==> config.mk <==
export PLATFORM = sky130hd
export DESIGN_NAME = pfs_fiber_strap_led
export DESIGN_NICKNAME = d
export VERILOG_FILES = /design/src/rtl/pfs_pkg.sv /design/src/rtl/pfs_fiber_strap_led.sv
export SDC_FILE = /design/constraint.sdc
export NUM_CORES = 1
export LEC_CHECK = 0
export BUFFER_PORTS_ARGS = -buffer_cell sky130_fd_sc_hd__buf_2
export CAP_MARGIN = 20
export CORE_UTILIZATION = 35
export DETAILED_ROUTE_END_ITERATION = 10
export GPL_TIMING_DRIVEN = 0
export MAX_ROUTING_LAYER = met4
export PLACE_DENSITY = 0.52
export SLEW_MARGIN = 20
export SYNTH_ARGS = -nofsm -noshare
export SYNTH_HDL_FRONTEND = slang
export SYNTH_SLANG_ARGS = --single-unit
==> constraint.sdc <==
create_clock -name mclk -period 8.11 [get_ports mclk]
set_clock_uncertainty 0.15 [all_clocks]
set_input_delay 0.811 -clock mclk [delete_from_list [all_inputs] [get_ports mclk]]
set_output_delay 0.811 -clock mclk [all_outputs]
set_load 0.005 [all_outputs]
==> src/rtl/pfs_pkg.sv <==
// constants and types for the fiber detect, strap report and led config slice
// assumes a 16-bit register port with word addresses as printed
package pfs_pkg;
   // ***********************************
   // register offsets
   // ***********************************
   localparam logic [15:0] ADDR_FIBER_CFG = 16'h0465; // fiber_general_config
   localparam logic [15:0] ADDR_STRAP_ONE = 16'h0467; // strap_latch_status_one
   localparam logic [15:0] ADDR_STRAP_TWO = 16'h0468; // strap_latch_status_two
   localparam logic [15:0] ADDR_LED_CFG   = 16'h0469; // led_pin_config_two
   // ***********************************
   // reset values and write masks
   // ***********************************
   localparam logic [15:0] FIBER_CFG_RST  = 16'hff00; // upper bits reset high
   localparam logic [15:0] LED_CFG_RST    = 16'h0040; // third led active high
   localparam logic [15:0] LED_CFG_WMASK  = 16'h0770; // writable led bits
   localparam logic [15:0] RD_UNMAPPED    = 16'h0000; // answer off the map
   // ***********************************
   // field positions
   // ***********************************
   localparam int FIBER_POL_BIT = 0;  // signal detect polarity
   localparam int LED1_POL_BIT  = 10; // first led pin polarity
   localparam int LED1_VAL_BIT  = 9;  // first led force level
   localparam int LED1_EN_BIT   = 8;  // first led force enable
   localparam int LED3_POL_BIT  = 6;  // third led polarity
   localparam int LED3_VAL_BIT  = 5;  // data bit 3 force level
   localparam int LED3_EN_BIT   = 4;  // data bit 3 force enable
   localparam int S1_RXD1_LSB   = 14; // mode field positions, word one
   localparam int S1_RXD0_LSB   = 12;
   localparam int S1_COL_LSB    = 10;
   localparam int S1_RXER_LSB   = 8;
   localparam int S1_CRS_LSB    = 6;
   localparam int S1_RXDV_LSB   = 4;
   localparam int S1_LED0_LSB   = 0;
   localparam int S2_RXD3_LSB   = 2;  // mode field positions, word two
   localparam int S2_RXD2_LSB   = 0;
   localparam int SYNC_STAGES   = 2;  // flops on every pin input
   // ***********************************
   // types
   // ***********************************
   // strap modes as sensed by the pads: 00..11 are modes 1..4
   typedef struct packed {
      logic [1:0] rxd1;      // receive data bit 1 pin
      logic [1:0] rxd0;      // receive data bit 0 pin
      logic [1:0] col;       // collision pin
      logic [1:0] rx_er;     // receive error pin
      logic [1:0] crs;       // carrier sense pin
      logic [1:0] rx_dv;     // receive valid pin
      logic [1:0] led0;      // indicator pin zero
      logic [1:0] rxd3;      // receive data bit 3 pin
      logic [1:0] rxd2;      // receive data bit 2 pin
      logic       fiber_detect_strap_enable;     // fiber_detect_strap_enable
      logic       led1_pull; // pull seen on indicator pin one
   } pfs_strap_t;
   typedef struct packed {
      logic [15:0] addr;  // register offset
      logic [15:0] wdata; // write data
      logic        wr;    // write strobe
      logic        rd;    // read strobe
   } pfs_bus_t;
   // strap capture sequencer, one-hot
   typedef enum logic [3:0] {
      ST_WAIT1 = 4'b0001, // reset just released
      ST_WAIT2 = 4'b0010, // synchronisers filling
      ST_CAPT  = 4'b0100, // latch straps
      ST_RUN   = 4'b1000  // normal operation
   } pfs_state_t;
endpackage

==> src/rtl/pfs_fiber_strap_led.sv <==
// fiber signal detect, strap latch report and led pin control slice
// assumes pads resolve the two-way pins from out and oe, and that the
// pads report nine straps as two-bit mode codes and two as single bits until they are latched
`timescale 1ns/1ps
module pfs_fiber_strap_led #(
   parameter int ADDR_W = 16 // register address width
) (
   input  wire logic               mclk,          // 40 MHz clock
   input  wire logic               rst_n,         // async reset, active low
   input  wire pfs_pkg::pfs_bus_t  bus,           // register port request
   output logic [15:0]             reg_rdata,     // read data, cycle after rd
   input  wire pfs_pkg::pfs_strap_t strap_pins,   // strap codes from the pads
   input  wire logic               indicator_pin_one_in,   // pad level
   output logic                    indicator_pin_one_out,  // pad drive level
   output logic                    indicator_pin_one_oe,   // pad drive enable
   output logic                    receive_data_bit3_pin_out, // pad level
   output logic                    receive_data_bit3_pin_oe,  // pad enable
   input  wire logic               led1_func,     // led one status, same clock
   input  wire logic               led3_func,     // led three status
   output logic                    fiber_link_drop // 100 Mbps fiber link down
);
   // ***********************************
   // elaboration checks
   // ***********************************
   // offsets need eleven address bits, and the port carries sixteen
   if (ADDR_W < 11 || ADDR_W > 16) begin : g_bad_addr
      $error("pfs: ADDR_W outside 11 to 16 for the register map");
   end

   // ***********************************
   // reset release
   // ***********************************
   logic [1:0] rst_pipe; // release synchroniser
   logic       rst_s_n;  // reset used everywhere else

   // assert at once, release after two edges
   // a release close to an edge must not leave half the flops in reset
   always_ff @(posedge mclk or negedge rst_n) begin
      if (!rst_n) begin
         rst_pipe <= 2'b00;
      end else begin
         rst_pipe <= {rst_pipe[0], 1'b1};
      end
   end
   assign rst_s_n = rst_pipe[1];

   // ***********************************
   // pin input synchronisers
   // ***********************************
   localparam int IN_W = $bits(pfs_pkg::pfs_strap_t) + 1; // straps + pin
   logic [IN_W-1:0] sync_a;      // first stage, read only by sync_b
   logic [IN_W-1:0] sync_b;      // second stage
   pfs_pkg::pfs_strap_t strap_s; // synchronised strap codes
   logic fiber_signal_detect_in; // synchronised detect level

   // straps and the detect pin move at any time against mclk; two stages
   // keep a metastable level away from the capture and the drop logic
   always_ff @(posedge mclk or negedge rst_s_n) begin
      if (!rst_s_n) begin
         sync_a <= '0;
         sync_b <= '0;
      end else begin
         sync_a <= {strap_pins, indicator_pin_one_in};
         sync_b <= sync_a;
      end
   end
   assign strap_s                = pfs_pkg::pfs_strap_t'(sync_b[IN_W-1:1]);
   assign fiber_signal_detect_in = sync_b[0];

   // ***********************************
   // strap capture
   // ***********************************
   pfs_pkg::pfs_state_t state;      // capture sequencer
   pfs_pkg::pfs_state_t next_state;
   pfs_pkg::pfs_strap_t strap_lat;  // straps held until next reset
   pfs_pkg::pfs_strap_t next_strap_lat;
   logic                run;        // pins released to normal use

   // wait for the synchronisers to fill, latch once, then hold
   always_comb begin
      next_state     = state;
      next_strap_lat = strap_lat;
      case (state)
         pfs_pkg::ST_WAIT1: begin
            next_state = pfs_pkg::ST_WAIT2;
         end
         pfs_pkg::ST_WAIT2: begin
            next_state = pfs_pkg::ST_CAPT;
         end
         pfs_pkg::ST_CAPT: begin
            next_strap_lat = strap_s;
            next_state     = pfs_pkg::ST_RUN;
         end
         pfs_pkg::ST_RUN: begin
            next_state = pfs_pkg::ST_RUN; // no exit but reset
         end
         default: begin
            next_state = pfs_pkg::ST_WAIT1;
         end
      endcase
   end

   always_ff @(posedge mclk or negedge rst_s_n) begin
      if (!rst_s_n) begin
         state     <= pfs_pkg::ST_WAIT1;
         strap_lat <= '0;
      end else begin
         state     <= next_state;
         strap_lat <= next_strap_lat;
      end
   end
   assign run = (state == pfs_pkg::ST_RUN);

   // ***********************************
   // writable registers
   // ***********************************
   logic [15:0] fiber_cfg;      // fiber_general_config
   logic [15:0] next_fiber_cfg;
   logic [15:0] led_cfg;        // led_pin_config_two
   logic [15:0] next_led_cfg;
   logic        wr_ok;          // any write strobe, no range test

   // only writable bits change; the status words take no write
   always_comb begin
      // offsets decode all sixteen bits below, so no range test is needed
      wr_ok          = bus.wr;
      next_fiber_cfg = fiber_cfg;
      next_led_cfg   = led_cfg;
      if (wr_ok && bus.addr == pfs_pkg::ADDR_FIBER_CFG) begin
         next_fiber_cfg = bus.wdata;
      end
      if (wr_ok && bus.addr == pfs_pkg::ADDR_LED_CFG) begin
         next_led_cfg = (bus.wdata & pfs_pkg::LED_CFG_WMASK)
                      | (led_cfg & ~pfs_pkg::LED_CFG_WMASK);
      end
      // the strapped pull wins over a write in the capture cycle
      if (state == pfs_pkg::ST_CAPT) begin
         next_led_cfg[pfs_pkg::LED1_POL_BIT] = strap_s.led1_pull;
      end
   end

   always_ff @(posedge mclk or negedge rst_s_n) begin
      if (!rst_s_n) begin
         fiber_cfg <= pfs_pkg::FIBER_CFG_RST;
         led_cfg   <= pfs_pkg::LED_CFG_RST;
      end else begin
         fiber_cfg <= next_fiber_cfg;
         led_cfg   <= next_led_cfg;
      end
   end

   // ***********************************
   // status words
   // ***********************************
   logic [15:0] strap_word_one; // strap_latch_status_one
   logic [15:0] strap_word_two; // strap_latch_status_two

   // mode codes pass as latched; bits between fields read zero
   always_comb begin
      strap_word_one = '0;
      strap_word_one[pfs_pkg::S1_RXD1_LSB +: 2] = strap_lat.rxd1;
      strap_word_one[pfs_pkg::S1_RXD0_LSB +: 2] = strap_lat.rxd0;
      strap_word_one[pfs_pkg::S1_COL_LSB  +: 2] = strap_lat.col;
      strap_word_one[pfs_pkg::S1_RXER_LSB +: 2] = strap_lat.rx_er;
      strap_word_one[pfs_pkg::S1_CRS_LSB  +: 2] = strap_lat.crs;
      strap_word_one[pfs_pkg::S1_RXDV_LSB +: 2] = strap_lat.rx_dv;
      strap_word_one[pfs_pkg::S1_LED0_LSB +: 2] = strap_lat.led0;
      strap_word_two = '0;
      strap_word_two[pfs_pkg::S2_RXD3_LSB +: 2] = strap_lat.rxd3;
      strap_word_two[pfs_pkg::S2_RXD2_LSB +: 2] = strap_lat.rxd2;
   end

   // ***********************************
   // read port
   // ***********************************
   logic [15:0] next_rdata; // data for the cycle after rd

   // data stands only in the cycle after the strobe, else zero
   // zero between reads keeps a stale word from passing as an answer
   always_comb begin
      next_rdata = '0;
      if (bus.rd) begin
         case (bus.addr)
            pfs_pkg::ADDR_FIBER_CFG: next_rdata = fiber_cfg;
            pfs_pkg::ADDR_STRAP_ONE: next_rdata = strap_word_one;
            pfs_pkg::ADDR_STRAP_TWO: next_rdata = strap_word_two;
            pfs_pkg::ADDR_LED_CFG:   next_rdata = led_cfg;
            default:                 next_rdata = pfs_pkg::RD_UNMAPPED;
         endcase
      end
   end

   always_ff @(posedge mclk or negedge rst_s_n) begin
      if (!rst_s_n) begin
         reg_rdata <= '0;
      end else begin
         reg_rdata <= next_rdata;
      end
   end

   // ***********************************
   // fiber detect and pin drive
   // ***********************************
   logic sd_pol_low;     // detect treated as active low
   logic sd_on;          // pin one serves as detect input
   logic next_drop;
   logic next_p1_out;
   logic next_p1_oe;
   logic next_p3_out;
   logic next_p3_oe;

   // pins stay released until straps are latched, so pulls can be sensed
   always_comb begin
      sd_pol_low  = fiber_cfg[pfs_pkg::FIBER_POL_BIT];
      sd_on       = run && strap_lat.fiber_detect_strap_enable;
      next_drop   = 1'b0;
      if (sd_on) begin
         // drop while the sampled detect is at its inactive level
         next_drop = sd_pol_low ? fiber_signal_detect_in
                                : !fiber_signal_detect_in;
      end
      // pin one: input when strapped for detect, else led output
      // a forced level ignores polarity: software asks for a pad level
      next_p1_oe  = run && !strap_lat.fiber_detect_strap_enable;
      if (led_cfg[pfs_pkg::LED1_EN_BIT]) begin
         next_p1_out = led_cfg[pfs_pkg::LED1_VAL_BIT];
      end else begin
         next_p1_out = led_cfg[pfs_pkg::LED1_POL_BIT] ? led1_func
                                                      : !led1_func;
      end
      // data bit 3 pin: led three or forced level
      next_p3_oe  = run;
      if (led_cfg[pfs_pkg::LED3_EN_BIT]) begin
         next_p3_out = led_cfg[pfs_pkg::LED3_VAL_BIT];
      end else begin
         next_p3_out = led_cfg[pfs_pkg::LED3_POL_BIT] ? led3_func
                                                      : !led3_func;
      end
   end

   always_ff @(posedge mclk or negedge rst_s_n) begin
      if (!rst_s_n) begin
         fiber_link_drop           <= 1'b0;
         indicator_pin_one_out     <= 1'b0;
         indicator_pin_one_oe      <= 1'b0;
         receive_data_bit3_pin_out <= 1'b0;
         receive_data_bit3_pin_oe  <= 1'b0;
      end else begin
         fiber_link_drop           <= next_drop;
         indicator_pin_one_out     <= next_p1_out;
         indicator_pin_one_oe      <= next_p1_oe;
         receive_data_bit3_pin_out <= next_p3_out;
         receive_data_bit3_pin_oe  <= next_p3_oe;
      end
   end
endmodule

==> impl_results.rst, run 1 <==
.. list-table::
   :header-rows: 1

   * - Metric
     - Value
   * - Result of the run
     - finished, final reports clean
   * - Average wire per cell in the routed design
     - 15.3 µm
   * - Worst supply voltage drop on vdd
     - slightly below 0.1 mV
   * - Kind of start point of the critical path
     - input pin
   * - Most used cells in the layout excluding fill and tap cells
     - sky130_fd_sc_hd__dfrtp_1 (99), sky130_fd_sc_hd__buf_2 (79), sky130_fd_sc_hd__mux2_2 (38)
   * - Cell Pwr Density
     - 203 nW/µm²
   * - TritonCTS clock tree
     - yes
   * - Kind of cell adding the most delay to the critical path
     - simple AND/OR/NAND/NOR gates
   * - Starting DRT DRC Count
     - between 50 and 60
   * - Pins Over Slew Limit
     - 0
   * - Area growth from synthesis to final layout
     - 20.8%
   * - Most common cell after layout, fill and taps aside
     - sky130_fd_sc_hd__dfrtp_1
   * - Share of total power in combinational logic
     - 4.1%
   * - Number of buffers inserted to repair setup after CTS
     - 0
   * - Total area of multi-input combinational cells
     - roughly 1100 µm²
   * - Count of antenna diodes in the layout
     - 0
   * - Total length of routed wires
     - 7.46 mm
   * - Fin crit share
     - 36.4%
   * - Clock transition at the registers of the reported paths
     - approximately 0.11 ns
   * - RSZ-0062 raised after global routing
     - no
   * - Cell count after synthesis
     - 251
   * - Height of the chip
     - 108 µm
   * - Portion of the post-synthesis area used by sequential elements
     - 70.3%
   * - Number of buffers inserted by hold repair at cts
     - 0
   * - Sinks on the clock net
     - 110
   * - Final min period
     - about 3 ns
   * - Synthesized-area fraction occupied by adder cells
     - 0%
   * - Max-cap check violation count
     - 0
   * - Sequential cell area
     - about 2800 µm²
   * - Clock buffers created by TritonCTS
     - 9
   * - Measured slew at the worst slew-check pin
     - 0.740 ns
   * - Endpoint type of the worst setup path
     - register
   * - Average vias per placed instance
     - between 4 and 5
   * - Finish-stage setup viols
     - 0
   * - Pint
     - 0.737 mW
   * - Clock latency on the worst-skew pair
     - around 0.37 ns
   * - Initial cell density of the core
     - a little over a third
   * - Category of the critical setup timing path
     - in2reg
   * - Final nets
     - 401
   * - Detailed placement HPWL
     - between 5 and 6 mm
   * - Antenna violations before repair
     - 0
   * - Sequential Power Share
     - between 50% and 60%
   * - Worst setup slack after placement
     - roughly 4.8 ns
   * - Number of buffers inserted by port buffering
     - between 70 and 80
   * - Post-synthesis register bit count
     - 110
   * - Critical register-to-register path endpoint
     - strap_lat[4]
   * - Final Hold Vio Count
     - 0
   * - Vias in the first global route
     - approximately 2400
   * - Achievable frequency
     - approximately 340 MHz
   * - Fraction of the mapped netlist area in compound gates
     - under 10%
   * - DRC violations left
     - 0
   * - Post-DRT Antenna Nets
     - 0
   * - Area share of xor/xnor cells in the synthesized design
     - 0.668%
   * - Most used flip-flop cell after synthesis
     - sky130_fd_sc_hd__dfrtp_1
   * - Max Buffers Root-to-Sink
     - 2
   * - Worst min path class
     - in2async
   * - Nets in the synthesized netlist
     - 310
   * - Headroom to the max-slew limit
     - between 50 and 60%
   * - Cell depth of the worst flop-to-flop path
     - 3
   * - Area of the die
     - 11700 µm²
   * - Critical path arrival
     - about 3.1 ns
   * - Worst Slack Setup Final
     - around 5.2 ns
   * - R2r startpoint
     - state[3]
   * - EDFF count, synth
     - 0
   * - Slowest cell on crit path
     - sky130_fd_sc_hd__or4_1
   * - NetSw
     - ~0.23 mW
   * - Layout cells sized above 1
     - roughly 47%
   * - Die W
     - 108 µm
   * - Number of buffers and inverters on the critical path
     - 3
   * - Cell chain of the critical path
     - buf_2, or4_1, clkbuf_1, nor4_1, clkbuf_1, a32oi_1, nor2_1
   * - Site row count
     - 38
   * - Fraction of the mapped netlist area in simple logic gates
     - about 8.2%
   * - Number of fill cells in the layout
     - around 1000
   * - Standby leakage power
     - about 2.2 nW
   * - Dominant combinational cell family by area after synthesis
     - multiplexers
   * - Number of ports placed on the die boundary
     - 80
   * - Multiplexer fraction of the synthesized cell area
     - about 15%
   * - Mean instance size in the synthesized netlist
     - 15.7 µm²
   * - Area of the mapped netlist
     - 3930 µm²
   * - Post-synthesis cell type count
     - 37
   * - Share of async-settable or async-resettable flops after synthesis
     - between 90% and 100%
   * - Longest individual stage delay on the worst path
     - approximately 0.54 ns
   * - CP Data Required Time
     - 8.23 ns
   * - Last weighted congestion value of the routability-driven placer
     - 0.764
   * - Core Area
     - approximately 11000 µm²
   * - First-pass GRT wire length
     - between 10 and 15 mm
   * - Clock Power Share
     - 36.1%
   * - Largest fanout on the critical path
     - 10
   * - Top cell by count, worst path
     - sky130_fd_sc_hd__clkbuf_1
   * - Maximum number of pins on one net before global-route repair
     - 57
   * - Total Neg Setup Slack
     - 0 ns
   * - Fraction of power spent switching nets
     - a little under a quarter
   * - Depth of the CTS H-tree
     - 3
   * - Global routing usage summed across all routing layers
     - about 15%
   * - Via total after detailed routing
     - between 2000 and 2500
   * - R2R setup slack
     - 5.80 ns
   * - Count of synthesis-stage warnings from yosys
     - 0
   * - Drt pass-1 iters
     - 4
   * - Aggregate global routing overflow
     - 0
   * - Number of resized instances in the post-cts repair step
     - 0
   * - Root buffer selected by CTS
     - sky130_fd_sc_hd__clkbuf_8
==> flip-flops by register name, summed over array words and instances, names as in the netlist, 2 cells and up <==
signal     count
led_cfg        6
state          4
rst_pipe       2
sync_b        21
reg_rdata     16
strap_lat     19
sync_a        21
fiber_cfg     16
==> how the worst max path moves through the flow <==
stage,start,to,slack (ns),depth (start not counted)
2_1_floorplan,rst_pipe[1],fiber_cfg[0],4.69,0
3_3_place_gp,rst_pipe[1],sync_b[11],3.48,0
3_5_place_dp,bus[30],fiber_cfg[5],4.79,8
4_1_cts,bus[30],fiber_cfg[7],5.20,8
5_1_grt,bus[30],reg_rdata[3],4.95,7
6_report,bus[30],reg_rdata[3],5.16,7
==> worst reg2reg max path, cell delays in order (launching register included) <==
cell and delay [ns]:
sky130_fd_sc_hd__dfrtp_1 0.42, sky130_fd_sc_hd__nor4b_1 0.59, sky130_fd_sc_hd__clkbuf_1 0.63, sky130_fd_sc_hd__mux2_2 0.41
==> Yosys cell counts, drive strengths merged, types with 2 or more instances <==
cell	number	share of area (%)
nor2	10	0.95
o21ai	2	0.25
buf	3	0.92
nand2	4	0.38
inv	2	0.19
dfrtp	100	64
nor4b	4	0.89
or4b	2	0.51
mux2	48	15
nand3	13	1.7
a22oi	2	0.38
xor2	2	0.45
nor3	2	0.25
dfstp	10	6.7
a21boi	6	1.1
or2	3	0.54
nor4	4	0.64
a32oi	8	1.8
nor2b	2	0.32
nand2b	2	0.32
nand3b	2	0.38
or4	3	0.67
clkbuf	9	0.86
==> kinds of logic after synthesis <==
logic type                Yosys count
AOI/OAI and AO/OA                  21
xor gates and xnor gates            3
buffers and inverters              14
DFF                               110
muxes                              48
other                               1
and+or+nand+nor                    54
==> metal layers <==
metal  GRT usage, %  up-vias  part of all wire [%]
met5              -        -                     0
met4           5.28        0                   1.2
met3           3.01        9                   4.4
met2           22.4       55                    48
met1           20.1     1146                    46
li1               -     1070                     -
==> per-stage QoR <==
stage | utilization, % | instances | power [mW] | hold WS [ns] | area [µm²]
final | 43.6 | 487 | 0.964 | 0.0493 | 4750
after global routing | 43.6 | 487 | 1.01 | 0.0225 | 4750
after CTS | 43.6 | 486 | 0.980 | 0.0295 | 4740
after detailed placement | 41.6 | 470 | 0.629 | 0.185 | 4530
after global placement | 41.3 | 469 | 0.626 | 0.181 | 4500
after floorplan | - | 251 | 0.602 | 0.181 | 3930
==> cell type report <==
| class | count | share of cell area [%] |
|---|---|---|
| Buffer | 12 | 1.48 |
| Clock buffer | 9 | 2.61 |
| Clock inverter | 7 | 1.92 |
| Inverter | 2 | 0.158 |
| Multi-Input combinational cell | 127 | 22.9 |
| Sequential cell | 110 | 58.3 |
| Tap cell | 140 | 3.69 |
| Timing Repair Buffer | 80 | 8.90 |
==> power groups by stage <==
stage | clock network [mW] | logic [mW] | registers, mW
after floorplan | 0 | 0.0138 | 0.588
after global placement | 0 | 0.0333 | 0.592
after detailed placement | 0 | 0.0403 | 0.588
after CTS | 0.362 | 0.0404 | 0.578
after global routing | 0.384 | 0.0443 | 0.580
final | 0.348 | 0.0394 | 0.577
(Power assumes the default switching activity.)
==> run 2: changes to the inputs <==
Settings changed: PLACE_DENSITY 0.52 to 0.54.
Clock period 8.11 ns to 2.5 ns, I/O delays scaled along.
==> run 2 against run 1 <==
Sequential power increased to 3.2 times the previous value. Via count increased by 6.6%. Largest cell class unchanged. Combinational power increased to 4.7 times the previous value. Register-to-register slack got worse by 5.6 ns. Power increased to 3.2 times the previous value. Die area unchanged.
==> impl_results.rst, run 2 (same netlist as run 1, synthesis figures left out) <==
.. list-table::
   :header-rows: 1

   * - Metric
     - Value
   * - Number of buffers inserted to repair setup after CTS
     - 0 (unchanged)
   * - Average vias per placed instance
     - 4.62 (was 4.68)
   * - Most common cell after layout, fill and taps aside
     - sky130_fd_sc_hd__dfrtp_1 (unchanged)
   * - Critical register-to-register path endpoint
     - strap_lat[18] (was strap_lat[4])
   * - Last weighted congestion value of the routability-driven placer
     - 0.761 (was 0.764)
   * - Final Hold Vio Count
     - 0 (unchanged)
   * - Post-route total power
     - 3.10 mW (was 0.964 mW)
   * - Slowest cell on crit path
     - sky130_fd_sc_hd__or4_1 (unchanged)
   * - Die W
     - 108 µm (unchanged)
   * - Worst supply voltage drop on vdd
     - 0.282 mV (was 0.0987 mV)
   * - Average wire per cell in the routed design
     - 14.6 µm (was 15.3 µm)
   * - Post-detailed-placement cell area
     - 4560 µm² (was 4530 µm²)
   * - Top routing layer in use
     - met4 (unchanged)
   * - Worst Slack Setup Final
     - 0.139 ns (was 5.16 ns)
   * - Final cell count without fillers
     - 526 (was 487)
   * - Initial cell density of the core
     - 36.1% (unchanged)
   * - Layout cells sized above 1
     - 42.6% (was 47.3%)
   * - Max Buffers Root-to-Sink
     - 2 (unchanged)
   * - RSZ-0062 raised after global routing
     - no (unchanged)
   * - Height of the chip
     - 108 µm (unchanged)
   * - Antenna violations before repair
     - 1 (was 0)
   * - Worst min path class
     - in2async (unchanged)
   * - Pins Over Slew Limit
     - 0 (unchanged)
   * - Maximum number of pins on one net before global-route repair
     - 48 (was 57)
   * - Worst Setup SP
     - bus[31] (was bus[30])
   * - Drt pass-1 iters
     - 4 (unchanged)
   * - Cell chain of the critical path
     - buf_2, or4_1, clkbuf_1, or2_2, or4_4, buf_6, buf_12, mux2_4 (was buf_2, or4_1, clkbuf_1, nor4_1, clkbuf_1, a32oi_1, nor2_1)
   * - Starting DRT DRC Count
     - 115 (was 55)
   * - Largest fanout on the critical path
     - 10 (unchanged)
   * - Category of the critical setup timing path
     - in2reg (unchanged)
   * - Number of ports placed on the die boundary
     - 80 (unchanged)
   * - CP Data Required Time
     - 2.59 ns (was 8.23 ns)
   * - Clock transition at the registers of the reported paths
     - 0.09 ns (was 0.11 ns)
   * - R2r startpoint
     - state[3] (unchanged)
   * - Kind of start point of the critical path
     - input pin (unchanged)
   * - Finish-stage setup viols
     - 0 (unchanged)
   * - Final min period
     - approximately 2.4 ns
   * - Headroom to the max-slew limit
     - 48.1% (was 50.7%)
   * - Largest registers ranked by flip-flop count
     - sync_a (21), sync_b (21), strap_lat (19) (unchanged)
   * - Measured slew at the worst slew-check pin
     - 0.771 ns (was 0.740 ns)
   * - Standby leakage power
     - 2.34 nW (was 2.19 nW)
   * - Area growth from synthesis to final layout
     - 30.7% (was 20.8%)
   * - Max-cap check violation count
     - 0 (unchanged)
   * - Via total after detailed routing
     - 2431 (was 2280)
   * - Vias in the first global route
     - 2519 (was 2381)
   * - TritonCTS clock tree
     - yes (unchanged)
   * - Root buffer selected by CTS
     - sky130_fd_sc_hd__clkbuf_8 (unchanged)
   * - Achievable frequency
     - ~420 MHz
   * - DRC violations left
     - 0 (unchanged)
   * - Routed length on met2
     - 3.71 mm (was 3.61 mm)
   * - Cell area after layout
     - 5140 µm² (was 4750 µm²)
   * - Worst setup slack after placement
     - -0.306 ns (was 4.79 ns)
   * - Cell Pwr Density
     - 604 nW/µm² (was 203 nW/µm²)
   * - # placed instances
     - 471 (was 470)
   * - R2R setup slack
     - 0.22 ns (was 5.80 ns)
   * - Longest individual stage delay on the worst path
     - 0.53 ns (was 0.54 ns)
   * - Total Neg Setup Slack
     - 0 ns (unchanged)
   * - Global routing usage summed across all routing layers
     - 15.0% (was 14.9%)
   * - Total length of routed wires
     - 7.66 mm (was 7.46 mm)
   * - First-pass GRT wire length
     - 12.6 mm (was 12.4 mm)
   * - Sinks on the clock net
     - 110 (unchanged)
   * - Detailed placement HPWL
     - 5.22 mm (was 5.21 mm)
   * - Most used cells in the layout excluding fill and tap cells
     - sky130_fd_sc_hd__dfrtp_1 (99), sky130_fd_sc_hd__buf_2 (79), sky130_fd_sc_hd__mux2_2 (38), sky130_fd_sc_hd__dlygate4sd3_1 (38), sky130_fd_sc_hd__nand3_1 (13) (was sky130_fd_sc_hd__dfrtp_1 (99), sky130_fd_sc_hd__buf_2 (79), sky130_fd_sc_hd__mux2_2 (38))
   * - Number of buffers inserted by port buffering
     - 78 (unchanged)
   * - Met1 wire length
     - 3.47 mm (was 3.44 mm)
   * - Endpoint type of the worst setup path
     - register (unchanged)
   * - Fin crit share
     - between 90% and 100%
   * - Core Area
     - 10900 µm² (unchanged)
   * - Depth of the CTS H-tree
     - 3 (unchanged)
   * - Clock latency on the worst-skew pair
     - 0.36 ns (was 0.37 ns)
   * - Cell depth of the worst flop-to-flop path
     - 3 (unchanged)
   * - Met3 routed WL
     - 390 µm (was 327 µm)
   * - Result of the run
     - finished, final reports clean (unchanged)
   * - Site row count
     - 38 (unchanged)
   * - Aggregate global routing overflow
     - 0 (unchanged)
   * - Final nets
     - 439 (was 401)
   * - Post-DRT Antenna Nets
     - 0 (unchanged)
   * - Area of the die
     - 11700 µm² (unchanged)
   * - Critical path arrival
     - 2.46 ns (was 3.08 ns)
   * - Endpoint of the most critical setup path
     - fiber_cfg[7] (was reg_rdata[3])
   * - Clock buffers created by TritonCTS
     - 9 (unchanged)
run 2: cell type report:
type | count | area (µm²)
Tap cell | 140 | 175
Antenna cell | 1 | 2.50
Timing Repair Buffer | 118 | 818
Fill cell | 972 | 5750
Multi-Input combinational cell | 127 | 1100
Buffer | 12 | 71.3
Inverter | 2 | 7.51
Sequential cell | 110 | 2770
Clock buffer | 13 | 149
Clock inverter | 3 | 45.0
run 2: layer usage:
layer,vias up,GRT usage [%]
met1,1213,19.3
met2,61,23.2
met4,0,4.99
met3,10,3.74
li1,1147,-
met5,-,-
run 2: what timing repair did:
item,4_1_cts,5_1_grt
hold endpoints to repair,44,0
endpoints found under the setup margin,0,9
resized for setup,0,3
hold buffers,38,0
run 2: per-stage QoR:
step	utilization, %	hold WS (ns)
final	47.2	0.0510
after global placement	41.3	-0.115
after floorplan	-	-0.196
after detailed placement	41.8	-0.113
after global routing	47.2	0.0282
after CTS	47.1	0.0298
run 2: report_power, final:
part	internal [mW]	switching, mW
Clock	0.493	0.564
Sequential	1.84	0.0278
Combinational	0.109	0.0745
run 2: worst min-delay path by stage:
| stage | start | to | slack (ns) | cells past startpoint |
|---|---|---|---|---|
| floorplan | rst_n | rst_pipe[0] | -0.20 | 0 |
| global placement | rst_n | rst_pipe[0] | -0.12 | 1 |
| detailed placement | rst_n | rst_pipe[0] | -0.11 | 1 |
| CTS | bus[0] | reg_rdata[13] | 0.03 | 2 |
| global route | bus[0] | reg_rdata[13] | 0.03 | 2 |
| finish | rst_n | rst_pipe[1] | 0.05 | 2 |
run 2: critical path, delay by kind of cell:
kind	cells	cell delay, ns
multiplexers	1	0.29
AND/OR/NAND/NOR	3	1.29
buffers and inverters	4	0.61
